==> config.mk <==
export PLATFORM = sky130hd
export DESIGN_NAME = fsl_top
export DESIGN_NICKNAME = d
export VERILOG_FILES = /design/src/hw/fsl_pkg.sv /design/src/hw/fsl_evt_if.sv /design/src/hw/fsl_top.sv /design/src/hw/fsl_flags.sv
export SDC_FILE = /design/constraint.sdc
export NUM_CORES = 1
export LEC_CHECK = 0
export ABC_AREA = 1
export BUFFER_PORTS_ARGS = -buffer_cell sky130_fd_sc_hd__buf_2
export CORE_MARGIN = 1.5
export CORE_UTILIZATION = 47
export DETAILED_ROUTE_END_ITERATION = 10
export GPL_ROUTABILITY_DRIVEN = 0
export MAX_ROUTING_LAYER = met4
export PLACE_DENSITY = 0.73
export REMOVE_ABC_BUFFERS = 1
export SKIP_CTS_REPAIR_TIMING = 1
export SLEW_MARGIN = 20
export SYNTH_ARGS = -nofsm -noshare
export SYNTH_HDL_FRONTEND = slang
export SYNTH_HIERARCHICAL = 1
export SYNTH_SLANG_ARGS = --single-unit
==> constraint.sdc <==
create_clock -name clk_i -period 2 [get_ports clk_i]
set_clock_uncertainty 0.05 [all_clocks]
set_input_delay 0.1 -clock clk_i [delete_from_list [all_inputs] [get_ports clk_i]]
set_output_delay 0.1 -clock clk_i [all_outputs]
set_load 0.05 [all_outputs]
==> src/hw/fsl_pkg.sv <==
// fault status logic package: status bit positions, mode codes, request layout
// assumes a decoded command stream from the bus interface adapter
package fsl_pkg;
  localparam int FSL_WIDTH = 16;
  localparam logic [3:0] FSL_MODE_STATUS_READ = 4'hA;
  localparam logic [3:0] FSL_MODE_CTRL_TEST = 4'h4;
  localparam logic [3:0] FSL_MODE_CONV_TEST = 4'h5;
  localparam logic [3:0] FSL_MODE_PSU_TEST = 4'h6;
  localparam logic [3:0] FSL_MODE_IOM_TEST = 4'h7;
  // flag positions, bit n of the table sits at index n-1
  localparam int FSL_POWER = 0;
  localparam int FSL_IN_ERR = 1;
  localparam int FSL_NO_CHAN = 2;
  localparam int FSL_NO_IOM = 3;
  localparam int FSL_TOO_MANY = 4;
  localparam int FSL_OVERRUN = 5;
  localparam int FSL_DUAL_BUS = 6;
  localparam int FSL_ILLEGAL = 7;
  localparam int FSL_INTERNAL = 8;
  localparam int FSL_GAP = 9;
  localparam int FSL_TEST_OK = 10;
  localparam logic [FSL_WIDTH-1:0] FSL_RESET_VALUE = 16'h0000;
  // response bit that drops on a power event while resp_active_i is high, and on no_channel_i or no_module_i
  localparam int FSL_RESP_BIT25 = 24;
  localparam int FSL_RESP_WIDTH = 25;
  // ground request layout (host side builds it)
  localparam logic [6:0] FSL_OP_TEST_READ = 7'h2C;
  localparam logic [6:0] FSL_UNIT_ADDR_A = 7'h0D;
  localparam logic [6:0] FSL_UNIT_ADDR_B = 7'h0E;
  typedef enum logic [1:0] {FSL_IDLE, FSL_BUSY, FSL_HALT} fsl_state_t;
endpackage

==> src/hw/fsl_evt_if.sv <==
// fsl_evt_if: event carrier between the latch and the controller
// assumes one clock domain
`timescale 1ns/1ps
interface fsl_evt_if;
  logic [15:0] set;
  logic clear;
  logic [15:0] flags;
  modport ctrl (output set, output clear, input flags);
  modport latch (input set, input clear, output flags);
endinterface

==> src/hw/fsl_top.sv <==
// fsl_top: fault status logic inside the sequence controller
// assumes decoded commands, words and error strobes arrive synchronous to clk_i
`timescale 1ns/1ps
module fsl_top (
  input wire logic clk_i,
  input wire logic reset_i,
  input wire logic ce_i,
  input wire logic cmd_valid_i,
  input wire logic cmd_addressed_i,
  input wire logic [3:0] cmd_mode_i,
  input wire logic [5:0] cmd_words_i,
  input wire logic data_word_i,
  input wire logic op_done_i,
  input wire logic power_event_i,
  input wire logic power_up_i,
  input wire logic selftest_pass_i,
  input wire logic in_data_err_i,
  input wire logic no_channel_i,
  input wire logic no_module_i,
  input wire logic dual_bus_i,
  input wire logic illegal_mode_i,
  input wire logic internal_err_i,
  input wire logic gap_err_i,
  input wire logic test_ok_i,
  input wire logic [4:0] subtest_i,
  input wire logic resp_active_i,
  input wire logic [fsl_pkg::FSL_RESP_WIDTH-1:0] resp_word_i,
  output logic [fsl_pkg::FSL_RESP_WIDTH-1:0] resp_word_o,
  output logic resp_valid_o,
  output logic [fsl_pkg::FSL_WIDTH-1:0] status_word_o,
  output logic status_valid_o,
  output logic [3:0] test_start_o,
  output logic module_reset_o,
  output logic receiver_en_o,
  output logic busy_o
);
  import fsl_pkg::*;

  fsl_evt_if evt ();
  fsl_flags u_flags (
    .clk_i(clk_i),
    .reset_i(reset_i),
    .ce_i(ce_i),
    .evt(evt)
  );

  fsl_state_t state;
  logic [5:0] words_left;
  logic rx_enabled;
  logic surplus;
  logic overlap;
  logic start;

  //////////////////////////////////////////////////////////////////////
  // event collection
  assign start = cmd_valid_i && cmd_addressed_i && rx_enabled;
  assign surplus = data_word_i && rx_enabled && (state != FSL_BUSY || words_left == 6'h00);
  assign overlap = cmd_valid_i && rx_enabled && state == FSL_BUSY && !op_done_i;

  always_comb begin
    evt.set = '0;
    evt.set[FSL_POWER] = power_event_i;
    evt.set[FSL_IN_ERR] = in_data_err_i;
    evt.set[FSL_NO_CHAN] = no_channel_i;
    evt.set[FSL_NO_IOM] = no_module_i;
    evt.set[FSL_TOO_MANY] = surplus;
    evt.set[FSL_OVERRUN] = overlap;
    evt.set[FSL_DUAL_BUS] = dual_bus_i;
    evt.set[FSL_ILLEGAL] = illegal_mode_i;
    evt.set[FSL_INTERNAL] = internal_err_i;
    evt.set[FSL_GAP] = gap_err_i;
    evt.set[FSL_TEST_OK] = test_ok_i;
    evt.set[FSL_WIDTH-1:FSL_TEST_OK+1] = subtest_i;
  end

  // read-clear happens only on the status mode command
  assign evt.clear = ce_i && start && cmd_mode_i == FSL_MODE_STATUS_READ;

  //////////////////////////////////////////////////////////////////////
  // receiver gating after power up
  always_ff @(posedge clk_i) begin
    if (reset_i) begin
      rx_enabled <= 1'b0;
    end else if (ce_i) begin
      if (power_event_i && power_up_i) begin
        rx_enabled <= 1'b0;
      end else if (selftest_pass_i) begin
        rx_enabled <= 1'b1;
      end
    end
  end
  assign receiver_en_o = rx_enabled;

  //////////////////////////////////////////////////////////////////////
  // command sequencing
  always_ff @(posedge clk_i) begin
    if (reset_i) begin
      state <= FSL_IDLE;
      words_left <= 6'h00;
    end else if (ce_i) begin
      if (start) begin
        // a new addressed command abandons any running one
        state <= FSL_BUSY;
        words_left <= cmd_words_i;
      end else if (dual_bus_i || illegal_mode_i || gap_err_i) begin
        state <= FSL_HALT;
      end else begin
        unique case (state)
          FSL_IDLE: begin
          end
          FSL_BUSY: begin
            if (op_done_i) begin
              state <= FSL_IDLE;
            end else if (data_word_i && words_left != 6'h00) begin
              words_left <= words_left - 6'h01;
            end else if (surplus) begin
              state <= FSL_IDLE;
            end
          end
          FSL_HALT: begin
          end
        endcase
      end
    end
  end
  assign busy_o = (state == FSL_BUSY);

  //////////////////////////////////////////////////////////////////////
  // status response and test launch
  always_ff @(posedge clk_i) begin
    if (reset_i) begin
      status_word_o <= FSL_RESET_VALUE;
      status_valid_o <= 1'b0;
      test_start_o <= 4'h0;
    end else if (ce_i) begin
      status_valid_o <= evt.clear;
      if (evt.clear) begin
        status_word_o <= evt.flags;
      end
      test_start_o <= 4'h0;
      if (start) begin
        test_start_o[0] <= cmd_mode_i == FSL_MODE_CTRL_TEST;
        test_start_o[1] <= cmd_mode_i == FSL_MODE_CONV_TEST;
        test_start_o[2] <= cmd_mode_i == FSL_MODE_PSU_TEST;
        test_start_o[3] <= cmd_mode_i == FSL_MODE_IOM_TEST;
      end
    end
  end

  //////////////////////////////////////////////////////////////////////
  // response word path; validity bit is the top bit
  always_ff @(posedge clk_i) begin
    if (reset_i) begin
      resp_word_o <= '0;
      resp_valid_o <= 1'b0;
      module_reset_o <= 1'b0;
    end else if (ce_i) begin
      module_reset_o <= power_event_i;
      resp_valid_o <= resp_active_i;
      resp_word_o <= resp_word_i;
      if (no_channel_i || no_module_i) begin
        resp_word_o[FSL_RESP_BIT25] <= 1'b0;
      end
      if (power_event_i && resp_active_i) begin
        resp_word_o[FSL_RESP_BIT25] <= 1'b0;
      end
    end
  end
endmodule // fsl_top

==> src/hw/fsl_flags.sv <==
// fsl_flags: sticky fault status register
// assumes set and clear are synchronous to clk_i
`timescale 1ns/1ps
module fsl_flags (
  input wire logic clk_i,
  input wire logic reset_i,
  input wire logic ce_i,
  fsl_evt_if.latch evt
);
  import fsl_pkg::*;
  logic [FSL_WIDTH-1:0] flags;
  // set wins over the read-clear so no event slips between reads
  always_ff @(posedge clk_i) begin
    if (reset_i) begin
      flags <= FSL_RESET_VALUE;
    end else if (ce_i) begin
      flags <= (evt.clear ? FSL_RESET_VALUE : flags) | evt.set;
    end
  end
  assign evt.flags = flags;
endmodule // fsl_flags

==> results of run 1 <==
==> power by group <==
| group | leakage [nW] | internal, mW | switching, mW | total, mW |
|---|---|---|---|---|
| sequential | 0.599 | 1.52 | 0.0338 | 1.55 |
| clock | 0.0929 | 0.581 | 0.556 | 1.14 |
| combinational | 1.27 | 0.187 | 0.322 | 0.509 |
==> placed cells by master, fill, tap and decap left out, types with 2 or more instances in the layout <==
cell / netlist / final
a21oi_2: 10 / 10
a21oi_1: 17 / 17
clkbuf_8: 0 / 9
nand4_1: 7 / 7
nand2_2: 11 / 11
dfxtp_1: 73 / 73
buf_4: 0 / 3
clkinvlp_4: 0 / 2
buf_2: 2 / 108
dlygate4sd3_1: 0 / 38
nor2_1: 106 / 106
nand3b_1: 2 / 2
inv_2: 2 / 2
nand3_4: 1 / 2
nand3_1: 7 / 7
inv_1: 22 / 22
o21ai_0: 50 / 50
nor3_1: 2 / 2
nand2_1: 60 / 60
ha_1: 2 / 2
inv_6: 1 / 2
==> through the flow <==
step,total power [mW],setup slack (ps),std cells
after CTS,3.150,200.4,584
after global placement,2.022,278.3,568
after global routing,3.334,76.12,622
final,3.197,284.7,622
after floorplan,1.861,66.12,379
after detailed placement,2.031,217.6,568
==> metal layers <==
metal / vias up / track usage / wire length (um) / part of all wire
met1: 1346 / 0.2508 / 3336 / 0.44
met5: - / - / 0 / 0
met3: 7 / 0.05268 / 432 / 0.057
met2: 86 / 0.3562 / 3748 / 0.49
met4: 0 / 0.07727 / 92 / 0.012
li1: 1551 / - / - / -
==> registers in the layout (all words and copies together), names as in the netlist <==
register,cells
resp_word_o,25
status_word_o,16
u_flags/evt.flags,16
words_left,6
test_start_o,4
state,2
module_reset_o,1
receiver_en_o,1
resp_valid_o,1
status_valid_o,1
==> worst reg2reg max path, cell delays in order, from the launching register on <==
cell,delay (ps)
dfxtp_1,430
nand3_4,180
nor2_4,210
nand3_4,220
inv_6,220
nand2_8,130
nand2_1,110
a21oi_1,60
==> layout make-up <==
| cell class | instances | share of cell area |
|---|---|---|
| clock buffer | 10 | 0.03079 |
| clock inverter | 6 | 0.01630 |
| inverter | 25 | 0.02385 |
| multi-input combinational | 281 | 0.3209 |
| sequential | 73 | 0.3525 |
| tap | 77 | 0.02324 |
| timing repair buffer | 150 | 0.2324 |
==> cell families after synthesis <==
kind of cell | after synthesis | synth area share
simple gates | 200 | 0.2844
compound gates | 79 | 0.1443
flops | 73 | 0.4828
buf+inv | 45 | 0.08020
fa+ha+maj | 2 | 0.008267
==> worst paths after layout <==
kind,end,from
worst min register to register,u_flags/evt.flags[2],u_flags/evt.flags[2]
worst min-delay path,resp_word_o[0],resp_word_i[0]
worst max-delay path,u_flags/evt.flags[13],receiver_en_o
worst max register to register,u_flags/evt.flags[13],receiver_en_o
==> impl_metrics.env, run 1 <==
export IMPL_status="finished, violations left"
export IMPL_violations="hold timing"
export IMPL_tns_ps=0
export IMPL_critical_path_depth=7
export IMPL_ys_top_cells_by_area="dfxtp_1 48%, nor2_1 13%, o21ai_0 8.3%, nand2_1 7.4%, a21oi_2 2.9%"
export IMPL_drive_gt1_frac=0.2862
export IMPL_grtUsageTotal=0.2137
export IMPL_report_final_slew_viol_count=0
export IMPL_first_pass_iters=5
export IMPL_cp_top_family="simple AND/OR/NAND/NOR gates"
export IMPL_min_path_type="input port to register"
export IMPL_cts_tree="built"
export IMPL_ir_worst_vdd_uv=457.2
export IMPL_core_rowCount=29
export IMPL_clockBufferDepth=2
export IMPL_yosys_top_cells_count="106 x nor2_1, 73 x dfxtp_1, 60 x nand2_1"
export IMPL_final_nets=601
export IMPL_root_buffer="clkbuf_8"
export IMPL_utilization=0.6604
export IMPL_critPathMaxStageDelay_ps=430
export IMPL_numCtsBuffers=9
export IMPL_grt_pass1_vias=2633
export IMPL_leakagePower_nw=1.963
export IMPL_multi_input_area_sq_mm=0.001330
export IMPL_finalSetupViolCount=0
export IMPL_whs_path_depth=3
export IMPL_core_area_sq_mm=0.006277
export IMPL_hold_ws_ps=-19.60
export IMPL_fin_area_sq_mm=0.004145
export IMPL_syn_area_per_cell_sq_um=7.586
export IMPL_synthArstFlopShare=0
export IMPL_drtAntennaViolNets=0
export IMPL_synth_top_area_share=0.4828
export IMPL_cts_htree_levels=3
export IMPL_clock_fmax_mhz=583.0
export IMPL_worstSetupPathType="register to register"
export IMPL_cp_required_ps=2170
export IMPL_max_slew_worst_pin_slew_ps=638.6
export IMPL_grt_pass1_wl_um=11660
export IMPL_rr_worst_depth=7
export IMPL_num_io_pins=109
export IMPL_endpoint_kind="register"
export IMPL_syn_inst=399
export IMPL_synth_largest_area_cell="dfxtp_1"
export IMPL_initial_core_util=0.4822
export IMPL_r2r_slack_ps=280
export IMPL_fillCellCount=557
export IMPL_hold_violations=2
export IMPL_register_area_sq_mm=0.001461
export IMPL_cp_num_buf_inv=1
export IMPL_seq_area_frac_synth=0.4828
export IMPL_cp_slowest_cell="dfxtp_1"
export IMPL_cap_violations=0
export IMPL_final_period_utilization=0.8576
export IMPL_synth_seq_cells=73
export IMPL_path_cells="nand3_4 > nor2_4 > nand3_4 > inv_6 > nand2_8 > nand2_1 > a21oi_1"
export IMPL_drc=0
export IMPL_wl_per_cell_um=12.23
export IMPL_grt_overflow=0
export IMPL_dpl_hpwl_um=4942
export IMPL_postPlaceCellArea_sq_mm=0.003562
export IMPL_port_buffers=108
export IMPL_synth_main_ff_cell="dfxtp_1"
export IMPL_synthMostInstantiatedCell="nor2_1"
export IMPL_relSlewSlack=0.5738
export IMPL_via_per_inst=4.807
export IMPL_crit_top_cell="nand3_4"
export IMPL_arrival_ps=1880
export IMPL_routed_wl_um=7609
export IMPL_vias=2990
export IMPL_power_density_mw_per_mm2=771.2
export IMPL_diodes=0
export IMPL_worstSkewPairLatency_ps=340
export IMPL_synth_area_sq_mm=0.003027
export IMPL_dieWidth_um=83.25
export IMPL_ys_warn_count=6
export IMPL_grt_max_degree=48
export IMPL_antenna_found_initial=0
export IMPL_clkTransAtPathRegs_ps=80
export IMPL_die_y_um=83.25
export IMPL_first_iter_violations=141
export IMPL_synth_cell_types=27
export IMPL_synth_edf_count=0
export IMPL_clock_sinks=73
export IMPL_fin_crit_ps=1715
export IMPL_path_max_fanout=18
export IMPL_start_kind="register"
export IMPL_dieArea_sq_mm=0.006930
export IMPL_syn_to_final_growth_pct=36.96
export IMPL_rsz0062_at_grt="no"
(Power assumes the default switching activity.)
==> inputs of run 2 (changes only) <==
- CORE_MARGIN: 1.5 -> 2
- CORE_UTILIZATION: 47 -> 49
- PLACE_DENSITY: 0.73 -> 0.76
==> run 2 against run 1 <==
Net effect: the flow now finishes without violations; sequential share of layout area decreased by 0.48 points; cell area increased by 1.4%; fmax decreased by 5.8%; combinational power increased by 1%; cell count increased by 0.48%; power increased by 5.3%; via count increased by 2.6%; worst setup slack got worse by 110 ps; utilization increased by 4.5 points; die area decreased by 1.6%; first-iteration DRC count decreased by 13%; largest cell class unchanged.
==> impl_metrics.env, run 2 (synthesis gave the netlist of run 1 again) <==
export IMPL_numCtsBuffers=9
export IMPL_core_area_sq_mm=0.005956
export IMPL_grt_pass1_wl_um=11420
export IMPL_critPathMaxStageDelay_ps=410
export IMPL_cp_required_ps=2160
export IMPL_start_kind="register"
export IMPL_power_total_mw=3.366
export IMPL_hold_violations=0
export IMPL_final_cell_mix="108 x buf_2, 106 x nor2_1, 73 x dfxtp_1"
export IMPL_grt_max_degree=48
export IMPL_arrival_ps=1980
export IMPL_drive_gt1_frac=0.2873
export IMPL_grt_overflow=0
export IMPL_busiest_layer="met2"
export IMPL_utilization=0.7057
export IMPL_fin_crit_ps=1821
export IMPL_grt_use_met1=0.2459
export IMPL_final_period_utilization=0.9106
export IMPL_root_buffer="clkbuf_8"
export IMPL_drc=0
export IMPL_place_ws_ps=182.0
export IMPL_cp_slowest_cell="dfxtp_1"
export IMPL_largest_register="resp_word_o"
export IMPL_diodes=0
export IMPL_path_max_fanout=18
export IMPL_core_rowCount=28
export IMPL_syn_to_final_growth_pct=38.86
export IMPL_ir_worst_vdd_uv=623.3
export IMPL_largest_register_ffs=25
export IMPL_final_nets=606
export IMPL_worstSetupPathType="register to register"
export IMPL_largest_registers="resp_word_o: 25 flops, status_word_o: 16 flops, u_flags/evt.flags: 16 flops"
export IMPL_cts_htree_levels=3
export IMPL_worstSkewPairLatency_ps=330
export IMPL_status="finished, final reports clean"
export IMPL_first_iter_violations=123
export IMPL_clkTransAtPathRegs_ps=70
export IMPL_dp_cells=567
export IMPL_rsz0062_at_grt="no"
export IMPL_dieWidth_um=82.59
export IMPL_dieArea_sq_mm=0.006821
export IMPL_tns_ps=0
export IMPL_finalSetupViolCount=0
export IMPL_first_pass_iters=4
export IMPL_min_path_type="input port to register"
export IMPL_clock_fmax_mhz=549.1
export IMPL_max_slew_worst_pin_slew_ps=479.6
export IMPL_grtUsageTotal=0.2256
export IMPL_fin_cells=625
export IMPL_power_density_mw_per_mm2=800.8
export IMPL_grt_util_met3=0.06739
export IMPL_leakagePower_nw=1.997
export IMPL_path_cells="nand3_2 > nor2_4 > nand3_4 > inv_6 > nand2_8 > nand2_1 > a21oi_1"
export IMPL_antenna_found_initial=0
export IMPL_cap_violations=0
export IMPL_dpl_hpwl_um=5019
export IMPL_wl_per_cell_um=12.69
export IMPL_die_y_um=82.59
export IMPL_grt_use_met2=0.3847
export IMPL_endpoint_kind="register"
export IMPL_clockBufferDepth=2
export IMPL_relSlewSlack=0.6803
export IMPL_routed_wl_um=7929
export IMPL_final_common_cell="buf_2"
export IMPL_clock_sinks=73
export IMPL_grt_pass1_vias=2698
export IMPL_num_io_pins=109
export IMPL_initial_core_util=0.5082
export IMPL_report_final_slew_viol_count=0
export IMPL_port_buffers=108
export IMPL_cts_tree="built"
export IMPL_via_per_inst=4.909
export IMPL_drtAntennaViolNets=0
export IMPL_fin_ws_ps=178.9
export IMPL_vias=3068
## run 2: changes by cell type in the layout (fill, tap and decap cells not counted)
| cell | previous run | this run |
|---|---|---|
| buf_12 | 1 | 0 |
| buf_4 | 3 | 5 |
| bufinv_16 | 1 | 2 |
| clkbuf_1 | 1 | 0 |
| clkbuf_8 | 9 | 10 |
| clkinvlp_4 | 2 | 1 |
| dlygate4sd3_1 | 38 | 42 |
| nand3_2 | 0 | 1 |
| nand3_4 | 2 | 1 |
## run 2: worst paths after layout
check	depth (start not counted)	to	from	slack, ps
setup / recovery	7	u_flags/evt.flags[0]	receiver_en_o	180
hold / removal	3	u_flags/evt.flags[3]	no_module_i	7
setup reg to reg	7	u_flags/evt.flags[0]	receiver_en_o	180
hold reg to reg	2	u_flags/evt.flags[1]	u_flags/evt.flags[1]	410
## run 2: power breakdown
part	total (mW)	switching [mW]	internal [mW]
clock	1.30	0.560	0.741
combinational	0.514	0.324	0.190
sequential	1.55	0.0338	1.52
## run 2: final cells by class
type	count	area (sq um)
inverters	25	98.84
clock buffers	10	137.6
fillers	495	1753
repair buffers	155	998.5
multi-input cells	281	1323
flip-flops and latches	73	1461
clock inverters	6	90.09
well taps	75	93.84
## run 2: worst max-delay path, delay by kind of cell, from the launching register on
family | cells | cell delay (ps)
buf+inv | 1 | 210
simple gates | 5 | 970
flops | 1 | 410
compound gates | 1 | 60
## run 2: metrics by stage
| stage | instance area (sq um) | hold WS [ps] |
|---|---|---|
| after floorplan | 2883 | 112.4 |
| after global placement | 3555 | 271.3 |
| after detailed placement | 3555 | 279.5 |
| after CTS | 3782 | -81.34 |
| after global routing | 4203 | 3.624 |
| final | 4203 | 7.006 |
## run 2: per-layer routing
layer / part of all wire / up-vias
li1: - / 1568
met1: 0.41 / 1391
met2: 0.51 / 94
met3: 0.064 / 15
met4: 0.021 / 0
met5: 0 / -
==> inputs of run 3 (changes only) <==
- CORE_UTILIZATION: 49 -> 53
- PLACE_DENSITY: 0.76 -> 0.82
- clock period: 2 -> 2.4 ns (I/O delays scaled with it)
==> run 3 against run 2 <==
Net effect: the flow now finishes with violations (hold timing); sequential power down 17%; die area decreased by 7.2%; highest routed layer unchanged; utilization increased by 2.8 points; sequential cell count unchanged; critical path type unchanged.
==> impl_metrics.env, run 3 (synthesis gave the netlist of run 1 again) <==
export IMPL_largest_register_ffs=25
export IMPL_dp_cells=563
export IMPL_min_path_type="input port to register"
export IMPL_die_y_um=79.57
export IMPL_status="finished, violations left"
export IMPL_largest_registers="resp_word_o: 25 flops, status_word_o: 16 flops, u_flags/evt.flags: 16 flops"
export IMPL_grt_max_degree=50
export IMPL_max_slew_worst_pin_slew_ps=472.1
export IMPL_fin_cells=608
export IMPL_ir_worst_vdd_uv=583.8
export IMPL_start_kind="register"
export IMPL_finalSetupViolCount=0
export IMPL_drtAntennaViolNets=0
export IMPL_diodes=0
export IMPL_clock_fmax_mhz=550.1
export IMPL_clockBufferDepth=2
export IMPL_hold_violations=2
export IMPL_place_ws_ps=583.0
export IMPL_antenna_found_initial=0
export IMPL_via_per_inst=4.936
export IMPL_final_nets=593
export IMPL_fin_ws_ps=582.2
export IMPL_core_rowCount=27
export IMPL_worstSetupPathType="register to register"
export IMPL_grt_overflow=0
export IMPL_dieArea_sq_mm=0.006331
export IMPL_report_final_slew_viol_count=0
export IMPL_relSlewSlack=0.6853
export IMPL_drive_gt1_frac=0.2910
export IMPL_path_max_fanout=18
export IMPL_initial_core_util=0.5496
export IMPL_cts_htree_levels=3
export IMPL_port_buffers=108
export IMPL_utilization=0.7332
export IMPL_num_io_pins=109
export IMPL_routed_wl_um=7729
export IMPL_fin_area_sq_mm=0.004038
export IMPL_root_buffer="clkbuf_8"
export IMPL_clock_sinks=73
export IMPL_numCtsBuffers=9
export IMPL_worstSkewPairLatency_ps=330
export IMPL_core_area_sq_mm=0.005507
export IMPL_power_total_mw=2.640
export IMPL_grt_pass1_vias=2791
export IMPL_first_pass_iters=4
export IMPL_power_density_mw_per_mm2=653.8
export IMPL_fin_crit_ps=1818
export IMPL_largest_register="resp_word_o"
export IMPL_wl_per_cell_um=12.71
export IMPL_drc=0
export IMPL_vias=3001
export IMPL_grt_pass1_wl_um=11890
export IMPL_dpl_hpwl_um=4936
export IMPL_rsz0062_at_grt="no"
export IMPL_syn_to_final_growth_pct=33.40
export IMPL_grtUsageTotal=0.2443
export IMPL_cts_tree="built"
export IMPL_cp_required_ps=2560
export IMPL_r2r_slack_ps=580
export IMPL_clkTransAtPathRegs_ps=80
export IMPL_cap_violations=0
export IMPL_final_period_utilization=0.7574
export IMPL_dieWidth_um=79.57
export IMPL_leakagePower_nw=1.928
export IMPL_first_iter_violations=130
export IMPL_final_common_cell="buf_2"
export IMPL_arrival_ps=1980
export IMPL_tns_ps=0
export IMPL_violations="hold timing"
export IMPL_hold_ws_ps=-42.28
export IMPL_endpoint_kind="register"
export IMPL_final_cell_mix="108 x buf_2, 106 x nor2_1, 73 x dfxtp_1"
export IMPL_postPlaceCellArea_sq_mm=0.003543
[run 3: cell count changes in the layout (fill, tap and decap cells not counted)]
| cell | change |
|---|---|
| bufinv_16 | -1 |
| clkinv_2 | +1 |
| inv_6 | -1 |
| dlygate4sd3_1 | -12 |
| buf_4 | -1 |
[run 3: per-layer routing]
layer  vias up  GRT usage  wire (um)
met5         -          -          0
met4         0    0.08966         38
met3         4    0.07692        521
met2        97     0.4118       3922
met1      1359     0.2718       3247
li1       1541          -          -
[run 3: where the power goes]
group / leakage (nW) / internal (mW) / switching, mW
Sequential: 0.599 / 1.26 / 0.0288
Combinational: 1.23 / 0.145 / 0.266
Clock: 0.0981 / 0.501 / 0.434
[run 3: final cells by class]
cell class | count | area (sq um)
multi-input combinational | 281 | 1323
tap | 72 | 90.09
inverter | 25 | 98.84
clock buffer | 10 | 137.6
fill | 437 | 1469
clock inverter | 5 | 56.30
timing repair buffer | 142 | 870.8
sequential | 73 | 1461
[run 3: path summary, 6_finish.rpt]
kind | start | to | cells past startpoint
hold / removal | resp_word_i[4] | resp_word_o[4] | 3
setup / recovery | receiver_en_o | u_flags/evt.flags[2] | 7
hold reg to reg | test_start_o[2] | test_start_o[2] | 2
setup reg to reg | receiver_en_o | u_flags/evt.flags[2] | 7
[run 3: worst max-delay path: stages, from the launching register on]
cell     delay (ps)
dfxtp_1         410
nand3_2         260
nor2_4          240
nand3_4         210
inv_6           210
nand2_8         130
nand2_1         120
a21oi_1          60
